===== config.mk =====
export PLATFORM = sky130hd
export DESIGN_NAME = system_clock_mode_control
export DESIGN_NICKNAME = d
export VERILOG_FILES = /design/src/clock_mode_pkg.sv /design/src/system_clock_mode_control.sv
export SDC_FILE = /design/constraint.sdc
export NUM_CORES = 1
export LEC_CHECK = 0
export CAP_MARGIN = 15
export CORE_ASPECT_RATIO = 1.75
export CORE_UTILIZATION = 55
export CTS_BUF_LIST = sky130_fd_sc_hd__clkbuf_4 sky130_fd_sc_hd__clkbuf_8
export DETAILED_ROUTE_END_ITERATION = 8
export DONT_BUFFER_PORTS = 1
export MAX_ROUTING_LAYER = met4
export PLACE_DENSITY = 0.71
export SLEW_MARGIN = 15
export SYNTH_ARGS = -nofsm -noshare
export SYNTH_HDL_FRONTEND = slang
export SYNTH_SLANG_ARGS = --single-unit

===== constraint.sdc =====
create_clock -name pclk -period 2.06 [get_ports pclk]
set_input_delay 0.412 -clock pclk [delete_from_list [all_inputs] [get_ports pclk]]
set_output_delay 0.412 -clock pclk [all_outputs]
set_load 0.01 [all_outputs]

===== src/clock_mode_pkg.sv =====
`default_nettype none
package clock_mode_pkg;

	// register byte addresses
	localparam logic [7:0] SYSTEM_CLOCK_CONTROL_ADDR = 8'h00;
	localparam logic [7:0] FAST_RC_CONTROL_ADDR      = 8'h04;
	localparam logic [7:0] FAST_CRYSTAL_CONTROL_ADDR = 8'h08;
	localparam logic [7:0] SLOW_CRYSTAL_CONTROL_ADDR = 8'h0c;
	localparam logic [7:0] MODE_STATUS_ADDR          = 8'h10;

	// system_clock_control fields
	localparam int CORE_SEL_HI        = 7;
	localparam int CORE_SEL_LO        = 5;
	localparam int FAST_SRC_BIT       = 3;
	localparam int SLOW_SRC_BIT       = 2;
	localparam int FAST_HALT_BIT      = 1;
	localparam int SLOW_HALT_BIT      = 0;
	// fast_rc_control fields
	localparam int RC_FREQ_HI         = 3;
	localparam int RC_FREQ_LO         = 2;
	localparam int RC_STABLE_BIT      = 1;
	localparam int RC_ENABLE_BIT      = 0;
	// fast_crystal_control fields
	localparam int XT_RANGE_BIT       = 2;
	localparam int XT_STABLE_BIT      = 1;
	localparam int XT_ENABLE_BIT      = 0;
	// slow_crystal_control fields
	localparam int LXT_STABLE_BIT     = 1;
	localparam int LXT_ENABLE_BIT     = 0;
	// mode status fields
	localparam int STAT_MODE_HI       = 2;
	localparam int STAT_MODE_LO       = 0;
	localparam int STAT_SEL_HI        = 6;
	localparam int STAT_SEL_LO        = 4;
	localparam int STAT_PENDING_BIT   = 7;

	// reset values
	localparam logic [2:0] CORE_SEL_RESET     = 3'h0;
	localparam logic       FAST_SRC_RESET     = 1'b0;
	localparam logic       SLOW_SRC_RESET     = 1'b0;
	localparam logic       FAST_HALT_RESET    = 1'b0;
	localparam logic       SLOW_HALT_RESET    = 1'b0;
	localparam logic [1:0] RC_FREQ_RESET      = 2'h0;
	localparam logic       RC_ENABLE_RESET    = 1'b1;
	localparam logic       XT_RANGE_RESET     = 1'b0;
	localparam logic       XT_ENABLE_RESET    = 1'b0;
	localparam logic       LXT_ENABLE_RESET   = 1'b0;

	localparam logic [2:0] CORE_SEL_SLOW      = 3'h7;

	typedef enum logic [2:0] {
		MODE_FAST       = 3'b000,
		MODE_SLOW       = 3'b001,
		MODE_SLEEP      = 3'b010,
		MODE_IDLE_SLOW  = 3'b011,
		MODE_IDLE_BOTH  = 3'b100,
		MODE_IDLE_FAST  = 3'b101
	} op_mode_t;

	typedef struct packed {
		logic internal_fast_rc_osc;
		logic external_fast_crystal;
		logic internal_slow_rc_osc;
		logic external_slow_crystal;
	} osc_run_t;

	typedef struct packed {
		logic       fast_source_select;
		logic       slow_source_select;
		logic       use_low_speed;
		logic [2:0] fast_divide_code;
	} core_route_t;

endpackage
`default_nettype wire


===== src/system_clock_mode_control.sv =====
// Function
// - select bits 7..5 pick fast clock divided 1..64, or slow clock at 111
// - bit 3 picks fast RC at 0, fast crystal at 1
// - bit 2 picks slow RC at 0, 32 kHz crystal at 1
// - bit 1 keeps fast oscillator running through halt when set
// - bit 0 keeps slow oscillator in halt; slow RC also runs with watchdog on
// - fast RC frequency field bits 3..2: 4, 8, 12, 4 MHz
// - fast RC stable flag reads 0 after enable, 1 once oscillator stable
// - fast RC enable bit turns oscillator off/on, resets to 1
// - crystal range set before enabling crystal; changes while enabled are ignored
// - fast crystal stable flag reads 0 after enable, 1 once stable
// - 32 kHz crystal stable flag reads 0 after enable, 1 once stable
// - fast and slow crystal enables turn oscillators off/on, reset to 0
// - unimplemented bits of the four control registers read 0
// - halt with both halt bits 0 enters sleep, core clock stopped, cpu held
// - halt with fast bit 0, slow bit 1 enters slow-only idle
// - any halt entry sets power-down flag, clears watchdog expiry flag
// - any halt entry clears watchdog counter; it resumes only if enabled
// - during halt modes memory, registers and ports are held unchanged
// - select 111 moves core to slow clock once slow source stable
// - select 000..110 returns to divided fast clock once fast source stable flag set
// - halt with both halt bits 1 enters idle with both clocks running
// - halt with fast bit 1, slow bit 0 enters fast-only idle
//
// Implementation choices: the register addresses and register access over APB.
`default_nettype none
module system_clock_mode_control
	import clock_mode_pkg::*;
#(
	parameter int ADDR_W = 12
) (
	input  wire logic          pclk,                 // bus and control clock
	input  wire logic          presetn,              // power-on reset, active low
	input  wire logic          psel,                 // apb select
	input  wire logic          penable,              // apb access phase
	input  wire logic          pwrite,               // apb write
	input  wire logic [ADDR_W-1:0] paddr,            // apb byte address
	input  wire logic [31:0]   pwdata,               // apb write data
	output logic      [31:0]   prdata,               // apb read data
	output logic               pready,               // apb ready
	output logic               pslverr,              // apb error on unmapped address
	input  wire logic          halt_req,             // cpu halt instruction pulse
	input  wire logic          wake_req,             // wake-up pulse from wake logic
	input  wire logic          watchdog_enable,      // watchdog function enabled
	input  wire logic          fast_rc_ready,        // fast rc oscillator stable, async
	input  wire logic          fast_xtal_ready,      // fast crystal stable, async
	input  wire logic          slow_rc_ready,        // slow rc oscillator stable, async
	input  wire logic          slow_xtal_ready,      // 32 kHz crystal stable, async
	output osc_run_t           osc_run,              // oscillator run enables
	output logic      [1:0]    fast_rc_freq_select,  // fast rc frequency trim
	output logic               fast_crystal_range,   // crystal above 10 MHz mode
	output core_route_t        core_route,           // active core clock mux setting
	output logic               core_clk_on,          // core clock gate enable
	output logic               high_speed_clock_on,  // fast clock tree gate enable
	output logic               low_speed_clock_on,   // slow clock tree gate enable
	output op_mode_t           mode,                 // current operating mode
	output logic               cpu_hold,             // stop execution at halt
	output logic               state_retain,         // freeze memory, registers, ports
	output logic               power_down_flag_set,  // pulse: set status power-down flag
	output logic               watchdog_expiry_flag_clear, // pulse: clear expiry flag
	output logic               watchdog_clear        // pulse: clear watchdog counter
);

	if (ADDR_W < 5 || ADDR_W > 32) begin : g_addr_w_check
		$error("ADDR_W must lie between 5 and 32");
	end

	////////////////////////////////////////////////////////////////////////////
	// helpers

	// flag reads 0 the cycle enable rises, then tracks the synced ready
	function automatic logic stable_next(input logic en_old, input logic en_new, input logic ready);
		return en_old & en_new & ready;
	endfunction

	function automatic logic addr_hit(input logic [ADDR_W-1:0] a, input logic [7:0] target);
		return a == ADDR_W'(target);
	endfunction

	////////////////////////////////////////////////////////////////////////////
	// synchronisers for oscillator ready levels

	logic [3:0] ready_meta_reg;
	logic [3:0] ready_sync_reg;

	always_ff @(posedge pclk or negedge presetn) begin
		if (!presetn) begin
			ready_meta_reg <= 4'h0;
			ready_sync_reg <= 4'h0;
		end else begin
			ready_meta_reg <= {fast_rc_ready, fast_xtal_ready, slow_rc_ready, slow_xtal_ready};
			ready_sync_reg <= ready_meta_reg;
		end
	end

	logic fast_rc_rdy_s;
	logic fast_xt_rdy_s;
	logic slow_rc_rdy_s;
	logic slow_xt_rdy_s;
	assign {fast_rc_rdy_s, fast_xt_rdy_s, slow_rc_rdy_s, slow_xt_rdy_s} = ready_sync_reg;

	////////////////////////////////////////////////////////////////////////////
	// apb decode

	logic wr_en;
	logic hit_scc;
	logic hit_rc;
	logic hit_xt;
	logic hit_lxt;
	logic hit_stat;
	logic hit_any;

	assign wr_en    = psel & penable & pwrite;
	assign hit_scc  = addr_hit(paddr, SYSTEM_CLOCK_CONTROL_ADDR);
	assign hit_rc   = addr_hit(paddr, FAST_RC_CONTROL_ADDR);
	assign hit_xt   = addr_hit(paddr, FAST_CRYSTAL_CONTROL_ADDR);
	assign hit_lxt  = addr_hit(paddr, SLOW_CRYSTAL_CONTROL_ADDR);
	assign hit_stat = addr_hit(paddr, MODE_STATUS_ADDR);
	assign hit_any  = hit_scc | hit_rc | hit_xt | hit_lxt | hit_stat;
	assign pready   = 1'b1;
	assign pslverr  = psel & penable & ~hit_any;

	////////////////////////////////////////////////////////////////////////////
	// control registers

	logic [2:0] core_clock_select_reg;
	logic       fast_source_select_reg;
	logic       slow_source_select_reg;
	logic       fast_osc_in_halt_reg;
	logic       slow_osc_in_halt_reg;
	logic [1:0] fast_rc_freq_select_reg;
	logic       fast_rc_enable_reg;
	logic       fast_crystal_range_reg;
	logic       fast_crystal_enable_reg;
	logic       slow_crystal_enable_reg;

	always_ff @(posedge pclk or negedge presetn) begin
		if (!presetn) begin
			core_clock_select_reg  <= CORE_SEL_RESET;
			fast_source_select_reg <= FAST_SRC_RESET;
			slow_source_select_reg <= SLOW_SRC_RESET;
			fast_osc_in_halt_reg   <= FAST_HALT_RESET;
			slow_osc_in_halt_reg   <= SLOW_HALT_RESET;
		end else if (wr_en && hit_scc) begin
			core_clock_select_reg  <= pwdata[CORE_SEL_HI:CORE_SEL_LO];
			fast_source_select_reg <= pwdata[FAST_SRC_BIT];
			slow_source_select_reg <= pwdata[SLOW_SRC_BIT];
			fast_osc_in_halt_reg   <= pwdata[FAST_HALT_BIT];
			slow_osc_in_halt_reg   <= pwdata[SLOW_HALT_BIT];
		end
	end

	always_ff @(posedge pclk or negedge presetn) begin
		if (!presetn) begin
			fast_rc_freq_select_reg <= RC_FREQ_RESET;
			fast_rc_enable_reg      <= RC_ENABLE_RESET;
		end else if (wr_en && hit_rc) begin
			fast_rc_freq_select_reg <= pwdata[RC_FREQ_HI:RC_FREQ_LO];
			fast_rc_enable_reg      <= pwdata[RC_ENABLE_BIT];
		end
	end

	always_ff @(posedge pclk or negedge presetn) begin
		if (!presetn) begin
			fast_crystal_range_reg  <= XT_RANGE_RESET;
			fast_crystal_enable_reg <= XT_ENABLE_RESET;
		end else if (wr_en && hit_xt) begin
			// range is frozen while the crystal enable bit is already set
			if (!fast_crystal_enable_reg)
				fast_crystal_range_reg <= pwdata[XT_RANGE_BIT];
			fast_crystal_enable_reg <= pwdata[XT_ENABLE_BIT];
		end
	end

	always_ff @(posedge pclk or negedge presetn) begin
		if (!presetn)
			slow_crystal_enable_reg <= LXT_ENABLE_RESET;
		else if (wr_en && hit_lxt)
			slow_crystal_enable_reg <= pwdata[LXT_ENABLE_BIT];
	end

	////////////////////////////////////////////////////////////////////////////
	// stable flags

	logic fast_rc_stable_reg;
	logic fast_crystal_stable_reg;
	logic slow_crystal_stable_reg;
	logic fast_rc_en_d_reg;
	logic fast_xt_en_d_reg;
	logic slow_xt_en_d_reg;

	always_ff @(posedge pclk or negedge presetn) begin
		if (!presetn) begin
			fast_rc_en_d_reg        <= 1'b0;
			fast_xt_en_d_reg        <= 1'b0;
			slow_xt_en_d_reg        <= 1'b0;
			fast_rc_stable_reg      <= 1'b0;
			fast_crystal_stable_reg <= 1'b0;
			slow_crystal_stable_reg <= 1'b0;
		end else begin
			fast_rc_en_d_reg        <= osc_run.internal_fast_rc_osc;
			fast_xt_en_d_reg        <= osc_run.external_fast_crystal;
			slow_xt_en_d_reg        <= osc_run.external_slow_crystal;
			fast_rc_stable_reg      <= stable_next(fast_rc_en_d_reg, osc_run.internal_fast_rc_osc,
				fast_rc_rdy_s);
			fast_crystal_stable_reg <= stable_next(fast_xt_en_d_reg, osc_run.external_fast_crystal,
				fast_xt_rdy_s);
			slow_crystal_stable_reg <= stable_next(slow_xt_en_d_reg, osc_run.external_slow_crystal,
				slow_xt_rdy_s);
		end
	end

	////////////////////////////////////////////////////////////////////////////
	// operating mode state machine

	op_mode_t   mode_reg;
	logic       halted;
	logic       halt_entry;
	logic [2:0] active_sel_reg;

	assign halted     = (mode_reg != MODE_FAST) && (mode_reg != MODE_SLOW);
	assign halt_entry = halt_req && !halted;

	always_ff @(posedge pclk or negedge presetn) begin
		if (!presetn) begin
			mode_reg <= MODE_FAST;
		end else if (halt_entry) begin
			unique case ({fast_osc_in_halt_reg, slow_osc_in_halt_reg})
				2'b00: mode_reg <= MODE_SLEEP;
				2'b01: mode_reg <= MODE_IDLE_SLOW;
				2'b11: mode_reg <= MODE_IDLE_BOTH;
				2'b10: mode_reg <= MODE_IDLE_FAST;
			endcase
		end else if (halted && wake_req) begin
			mode_reg <= (active_sel_reg == CORE_SEL_SLOW) ? MODE_SLOW : MODE_FAST;
		end else if (!halted) begin
			mode_reg <= (active_sel_reg == CORE_SEL_SLOW) ? MODE_SLOW : MODE_FAST;
		end
	end

	// one-cycle pulses to the status and watchdog logic on every halt entry
	always_ff @(posedge pclk or negedge presetn) begin
		if (!presetn) begin
			power_down_flag_set        <= 1'b0;
			watchdog_expiry_flag_clear <= 1'b0;
			watchdog_clear             <= 1'b0;
		end else begin
			power_down_flag_set        <= halt_entry;
			watchdog_expiry_flag_clear <= halt_entry;
			watchdog_clear             <= halt_entry;
		end
	end

	////////////////////////////////////////////////////////////////////////////
	// core clock source switching

	logic target_stable;
	logic switch_pending;

	// slow rc has no flag of its own; its synced ready stands in for one
	always_comb begin
		if (core_clock_select_reg == CORE_SEL_SLOW)
			target_stable = slow_source_select_reg ? slow_crystal_stable_reg : slow_rc_rdy_s;
		else
			target_stable = fast_source_select_reg ? fast_crystal_stable_reg : fast_rc_stable_reg;
	end

	assign switch_pending = core_clock_select_reg != active_sel_reg;

	// old selection stays in force until the new source is stable
	always_ff @(posedge pclk or negedge presetn) begin
		if (!presetn)
			active_sel_reg <= CORE_SEL_RESET;
		else if (switch_pending && target_stable && !halted)
			active_sel_reg <= core_clock_select_reg;
	end

	////////////////////////////////////////////////////////////////////////////
	// oscillator and clock gate outputs

	logic fast_on_next;
	logic slow_on_next;
	logic core_on_next;

	always_comb begin
		fast_on_next = 1'b1;
		slow_on_next = 1'b1;
		core_on_next = 1'b1;
		unique case (mode_reg)
			MODE_FAST, MODE_SLOW: begin
				fast_on_next = 1'b1;
				slow_on_next = 1'b1;
				core_on_next = 1'b1;
			end
			MODE_SLEEP: begin
				fast_on_next = 1'b0;
				slow_on_next = 1'b0;
				core_on_next = 1'b0;
			end
			MODE_IDLE_SLOW: begin
				fast_on_next = 1'b0;
				slow_on_next = 1'b1;
				core_on_next = active_sel_reg == CORE_SEL_SLOW;
			end
			MODE_IDLE_BOTH: begin
				fast_on_next = 1'b1;
				slow_on_next = 1'b1;
				core_on_next = 1'b1;
			end
			MODE_IDLE_FAST: begin
				fast_on_next = 1'b1;
				slow_on_next = 1'b0;
				core_on_next = active_sel_reg != CORE_SEL_SLOW;
			end
			default: begin
				fast_on_next = 1'b1;
				slow_on_next = 1'b1;
				core_on_next = 1'b1;
			end
		endcase
	end

	always_ff @(posedge pclk or negedge presetn) begin
		if (!presetn) begin
			osc_run             <= '{internal_fast_rc_osc: RC_ENABLE_RESET, external_fast_crystal: XT_ENABLE_RESET,
				internal_slow_rc_osc: 1'b1, external_slow_crystal: LXT_ENABLE_RESET};
			high_speed_clock_on <= 1'b1;
			low_speed_clock_on  <= 1'b1;
			core_clk_on         <= 1'b1;
		end else begin
			osc_run.internal_fast_rc_osc  <= fast_rc_enable_reg & fast_on_next;
			osc_run.external_fast_crystal <= fast_crystal_enable_reg & fast_on_next;
			osc_run.internal_slow_rc_osc  <= slow_on_next | watchdog_enable;
			osc_run.external_slow_crystal <= slow_crystal_enable_reg & slow_on_next;
			high_speed_clock_on <= fast_on_next;
			low_speed_clock_on  <= slow_on_next;
			core_clk_on         <= core_on_next;
		end
	end

	always_ff @(posedge pclk or negedge presetn) begin
		if (!presetn) begin
			core_route          <= '{fast_source_select: FAST_SRC_RESET, slow_source_select: SLOW_SRC_RESET,
				use_low_speed: 1'b0, fast_divide_code: CORE_SEL_RESET};
			fast_rc_freq_select <= RC_FREQ_RESET;
			fast_crystal_range  <= XT_RANGE_RESET;
			cpu_hold            <= 1'b0;
			state_retain        <= 1'b0;
			mode                <= MODE_FAST;
		end else begin
			core_route.fast_source_select <= fast_source_select_reg;
			core_route.slow_source_select <= slow_source_select_reg;
			core_route.use_low_speed      <= active_sel_reg == CORE_SEL_SLOW;
			core_route.fast_divide_code   <= (active_sel_reg == CORE_SEL_SLOW) ?
				core_route.fast_divide_code : active_sel_reg;
			fast_rc_freq_select <= fast_rc_freq_select_reg;
			fast_crystal_range  <= fast_crystal_range_reg;
			cpu_hold            <= halted;
			state_retain        <= halted;
			mode                <= mode_reg;
		end
	end

	////////////////////////////////////////////////////////////////////////////
	// read data, unimplemented bits zero

	always_comb begin
		prdata = 32'h0000_0000;
		if (psel && !pwrite) begin
			if (hit_scc) begin
				prdata[CORE_SEL_HI:CORE_SEL_LO] = core_clock_select_reg;
				prdata[FAST_SRC_BIT]            = fast_source_select_reg;
				prdata[SLOW_SRC_BIT]            = slow_source_select_reg;
				prdata[FAST_HALT_BIT]           = fast_osc_in_halt_reg;
				prdata[SLOW_HALT_BIT]           = slow_osc_in_halt_reg;
			end else if (hit_rc) begin
				prdata[RC_FREQ_HI:RC_FREQ_LO]   = fast_rc_freq_select_reg;
				prdata[RC_STABLE_BIT]           = fast_rc_stable_reg;
				prdata[RC_ENABLE_BIT]           = fast_rc_enable_reg;
			end else if (hit_xt) begin
				prdata[XT_RANGE_BIT]            = fast_crystal_range_reg;
				prdata[XT_STABLE_BIT]           = fast_crystal_stable_reg;
				prdata[XT_ENABLE_BIT]           = fast_crystal_enable_reg;
			end else if (hit_lxt) begin
				prdata[LXT_STABLE_BIT]          = slow_crystal_stable_reg;
				prdata[LXT_ENABLE_BIT]          = slow_crystal_enable_reg;
			end else if (hit_stat) begin
				prdata[STAT_MODE_HI:STAT_MODE_LO] = mode_reg;
				prdata[STAT_SEL_HI:STAT_SEL_LO]   = active_sel_reg;
				prdata[STAT_PENDING_BIT]          = switch_pending;
			end
		end
	end

endmodule
`default_nettype wire

Yosys cells after proc, flatten, opt, wreduce, memory -nomap -nowiden --
Index checks and enable logic that the tools add are counted.
Word-level totals: register bits after elaboration 54, input bits 56, output and inout port bits 58
Cells by class: equal/unequal tests 16, multiplexer cells 25, bitwise logic cells 19, reductions and logical operators 18
Operator list (number):
- equality test 12 x 4 -> 1 bit (second input constant) | 2
- 2-to-1 mux 3 bit | 7
- 2-to-1 mux 4 bit | 5
- AND 1 bit | 12
- equality test 12 x 3 -> 1 bit (second input constant) | 1
- equality test 12 x 5 -> 1 bit (second input constant) | 1
- logical NOT 12 bit | 1
- case mux 3 bit (4 select lines) | 1
- logical AND 1 bit | 10
- equality test 3 bit (second input constant) | 3
- 2-to-1 mux 1 bit | 9
- 2-to-1 mux 8 bit | 1
- equality test 3 x 2 -> 1 bit (second input constant) | 2
- inequality test 3 x 1 -> 1 bit (second input constant) | 2
- OR 1 bit | 5
- equality test 2 bit (second input constant) | 2
- OR reduction 2 bit | 2
- inequality test 3 bit | 1
- inequality test 3 bit (second input constant) | 1
- case mux 1 bit (3 select lines) | 1
- nonzero test 3 bit | 1
- equality test 2 x 1 -> 1 bit (second input constant) | 1
- logical NOT 1 bit | 2
- logical NOT 2 bit | 1
- other kinds (3) | 4

Longest topological paths before layout --
depth in word-level cells 7, mapped depth 5, depth with buffers taken out 5

Worst setup path after synthesis --
OpenSTA, ideal clock, no wires.
path kind input to output, start input paddr[11], end output prdata[0], data arrival time 1.802 ns, path slack -0.154 ns, stages on the path 3, buffers on the path 0, path through or4_4 -> or3_1 -> nor4_1
On the way: cells in the longest elaborated chain, start to end 7, elaborated cells between the ends (all ways) 11, classes of those cells 4 x eq/ne; 6 x mux; 1 x reduce/logical
Ends and longest elaborated chain:
- from (decl) | RTL line system_clock_mode_control.sv:37 | input wire logic [ADDR_W-1:0] paddr,
- equality test 12 x 5 -> 1 bit | RTL line system_clock_mode_control.sv:77 | return a == ADDR_W'(target);
- 2-to-1 mux 3 bit | RTL line system_clock_mode_control.sv:387 | end else if (hit_stat) begin
- 2-to-1 mux 2 bit | RTL line system_clock_mode_control.sv:384 | end else if (hit_lxt) begin
- 2-to-1 mux 3 bit | RTL line system_clock_mode_control.sv:380 | end else if (hit_xt) begin
- 2-to-1 mux 3 bit | RTL line system_clock_mode_control.sv:376 | end else if (hit_rc) begin
- 2-to-1 mux 4 bit * | RTL line system_clock_mode_control.sv:370 | if (hit_scc) begin
- 2-to-1 mux 8 bit * | RTL line system_clock_mode_control.sv:369 | if (psel && !pwrite) begin
- to (decl) | RTL line system_clock_mode_control.sv:39 | output logic [31:0] prdata,
Every way passes the cells marked *; elsewhere a longest branch is shown, timed or not.

Worst setup path after layout --
start input paddr[11], end output prdata[2]
On the way: cells in the longest elaborated chain, start to end 7, elaborated cells between the ends (all ways) 11, classes of those cells 4 x eq/ne; 6 x mux; 1 x reduce/logical
Ends and longest elaborated chain (RTL line):
- equality test 12 x 5 -> 1 bit | system_clock_mode_control.sv:77
- 2-to-1 mux 3 bit | system_clock_mode_control.sv:387
- 2-to-1 mux 1 bit | system_clock_mode_control.sv:384
- 2-to-1 mux 3 bit | system_clock_mode_control.sv:380
- 2-to-1 mux 3 bit | system_clock_mode_control.sv:376
- 2-to-1 mux 4 bit * | system_clock_mode_control.sv:370
- 2-to-1 mux 8 bit * | system_clock_mode_control.sv:369
Marks and branches as above.

==> flow_metrics.tcl <==
set metrics [dict create \
    status "complete, but fails checks" \
    failing_checks "design-rule violations, negative setup slack" \
    num_io_pins 114 \
    setup_repair_after_global_routing_missed_its_margin "true" \
    cell_area_after_placement_mm2 0.00248 \
    antenna_found_initial 0 \
    final_hold_violation_count 0 \
    ys_warn_count 0 \
    ant_nets 0 \
    synth.yosys.seq_area_share_pct 54.7 \
    final_area_mm2 0.00272 \
    area_growth_syn_to_layout_pct 9.32 \
    fin_skew_ns 0.0107 \
    timing.final.max_slew_violations 0 \
    wire_per_inst_um 17.3 \
    synth_top_area_share_pct 48.3 \
    number_of_global_route_vias_before_repair 1424 \
    worst-slew-pin-transition_ns 0.539 \
    cts_sinks 54 \
    detail_route.iter0.violations 32 \
    vias_per_cell 5.61 \
    dp_hpwl_um 3310 \
    start_kind "primary input" \
    chipHeight_um 90.9 \
    vias 1516 \
    tritoncts.num_buffers 5 \
    final_critical_path_setup_slack_ns -0.107 \
    path_max_fanout 4 \
    postSynthAreaPerCell_um2 11.8 \
    synth-main-ff-cell "sky130_fd_sc_hd__dfrtp_1" \
    min_period_over_period_pct 105 \
    achievable-frequency_mhz 462 \
    post_synthesis_sequential_element_count 54 \
    cp_slowest_cell "sky130_fd_sc_hd__or4_4" \
    floorplan.rows 32 \
    grt_max_degree 55 \
    htreeDepth 2 \
    synth_cell_type_count 39 \
    gp_congestion 0.871 \
    dieArea_mm2 0.00480 \
    post_synth_design_cell_area_mm2 0.00248 \
    fin_nets 278 \
    route.final.wire_length_um 4680 \
    irDropWorstVdd_mv 0.604 \
    switching_share_pct 23.0 \
    synth_edf_count 0 \
    die_span_x_um 52.8 \
    timing.final.setup_violations 6 \
    post-layout-total-power_uw 1970 \
    period_needed_ns 2.17 \
    worst_path_largest_cell_delay_ns 0.55 \
    netlist_instances 210 \
    antenna_cells 0 \
    worst_hold_slack_ns 0.129 \
    power.combinational.fraction_pct 6.4 \
    clk_transition_reported_paths_ns 0.09 \
    cts-root-to-sink-buffers 2 \
    floorplan.initialDensity_pct 56.9 \
    cts_tree "done" \
    largest_area_contributor_in_the_synthesized_netlist "sky130_fd_sc_hd__dfrtp_1" \
    share_clk_of_total_power_pct 35.4 \
    critPathKind "in2out" \
    drive_above_1_share_pct 27.9 \
    grt_util_all_layers_pct 21.5 \
    asyncSetResetFlopFracSynth_pct 100 \
    drv_cap 0 \
    slew_headroom_pct 64.1 \
    layout.cells.most_common_list "sky130_fd_sc_hd__dfrtp_1, sky130_fd_sc_hd__conb_1, sky130_fd_sc_hd__mux2_2" \
    drt_pass1_iterations 6 \
    hold_path_class "in2reg" \
    globalRoute.totalOverflow 0 \
    leakage_uw 0.00132 \
    critical_path_required_ns 1.65 \
    switchingPower_uw 453 \
    crit_arrival_ns 1.75 \
    power.density_mw_per_mm2 727 \
    cts_root_buf "sky130_fd_sc_hd__clkbuf_8" \
    portBuffers 0 \
    drcViolationCount 2 \
    yosys-top-cells-area "sky130_fd_sc_hd__dfrtp_1, sky130_fd_sc_hd__buf_4, sky130_fd_sc_hd__mux2_2" \
    worst_setup_path_end_kind "output port" \
    crit_path_cells "or4_4 > or3_4 > nand3b_1 > a21oi_2" \
    final_common_cell "sky130_fd_sc_hd__dfrtp_1" \
    seqPwrFrac_pct 58.1 \
    clkLatencyLatePin_ns 0.30 \
    grt_pass1_wl_um 6960 \
    floorplan.core_area_mm2 0.00436 \
    internal-power_uw 1520 \
]
path summary, 6_finish.rpt:
kind	from	end	slack, ns	cells after the start
worst max-delay path	paddr[11]	prdata[2]	-0.11	4
worst min register to register	ready_meta_reg[3]	ready_sync_reg[3]	0.35	0
worst max register to register	slow_source_select_reg	active_sel_reg[2]	0.51	3
min in group asynchronous	presetn	core_clock_select_reg[0]	0.61	2
worst min-delay path	slow_xtal_ready	ready_meta_reg[0]	0.13	0
max in group asynchronous	presetn	fast_rc_enable_reg	1.15	2
layer usage:
metal	vias to the layer above	wire, um	track usage, %
li1	677	-	-
met1	753	1730	22.6
met2	74	2540	34.8
met3	12	237	4.38
met4	0	171	14.0
met5	-	0	-
area by class of cell:
| cell class | instances | area [um^2] |
|---|---|---|
| clock buffer | 6 | 76.3 |
| clock inverter | 2 | 37.5 |
| fill | 341 | 1650 |
| inverter | 10 | 37.5 |
| multi-input combinational | 135 | 1020 |
| sequential | 54 | 1360 |
| tap | 51 | 63.8 |
| timing repair buffer | 12 | 124 |
what timing repair did:
action / in CTS / in global routing
hold buffers: 2 / 0
endpoints found under the hold margin: 54 / 0
endpoints found under the setup margin: 8 / 7
resized for setup: 4 / 7
pin swaps: 5 / 6
buffers inserted: 2 / 2
worst max-delay path, delay by kind of cell:
family           cells  cell delay [ns]
AND/OR/NAND/NOR      3             1.13
AO/OA/AOI/OAI        1             0.21
per-stage QoR:
| step | instances | setup WS, ns | setup TNS (ns) | utilization [%] |
|---|---|---|---|---|
| 2_1_floorplan | 233 | -0.0524 | -0.185 | - |
| 3_3_place_gp | 256 | -0.143 | -0.798 | 56.7 |
| 3_5_place_dp | 256 | -0.160 | -0.766 | 56.7 |
| 4_1_cts | 268 | -0.120 | -0.269 | 61.0 |
| 5_1_grt | 270 | -0.162 | -0.689 | 62.2 |
| 6_report | 270 | -0.107 | -0.400 | 62.2 |
power by group through the flow:
| stage | sequential, uW | combinational, uW | clock, uW |
|---|---|---|---|
| CTS | 1150 | 123 | 719 |
| detailed placement | 1170 | 90.9 | 0 |
| global route | 1150 | 143 | 758 |
| global placement | 1170 | 89.5 | 0 |
| finish | 1150 | 127 | 699 |
| floorplan | 1160 | 132 | 0 |
cells in the mapped netlist (5+ instances only):
cell type	number
sky130_fd_sc_hd__nand2_1	10
sky130_fd_sc_hd__dfrtp_1	48
sky130_fd_sc_hd__o21ai_0	6
sky130_fd_sc_hd__dfstp_2	6
sky130_fd_sc_hd__mux2_2	15
sky130_fd_sc_hd__clkbuf_1	6
sky130_fd_sc_hd__nand3_1	5
sky130_fd_sc_hd__inv_1	10
sky130_fd_sc_hd__buf_4	28
sky130_fd_sc_hd__a21oi_1	5
sky130_fd_sc_hd__nor2_1	10
sky130_fd_sc_hd__mux2i_1	6
kinds of logic after synthesis:
family / after synthesis / share of synthesized area, %
simple gates: 56 / 14.0
flops: 54 / 54.7
buf+inv: 44 / 10.9
mux: 24 / 11.0
compound gates: 23 / 5.99
fa+ha+maj: 4 / 2.01
xor+xnor: 3 / 1.06
other cells: 2 / 0.302
(Power assumes the default switching activity.)
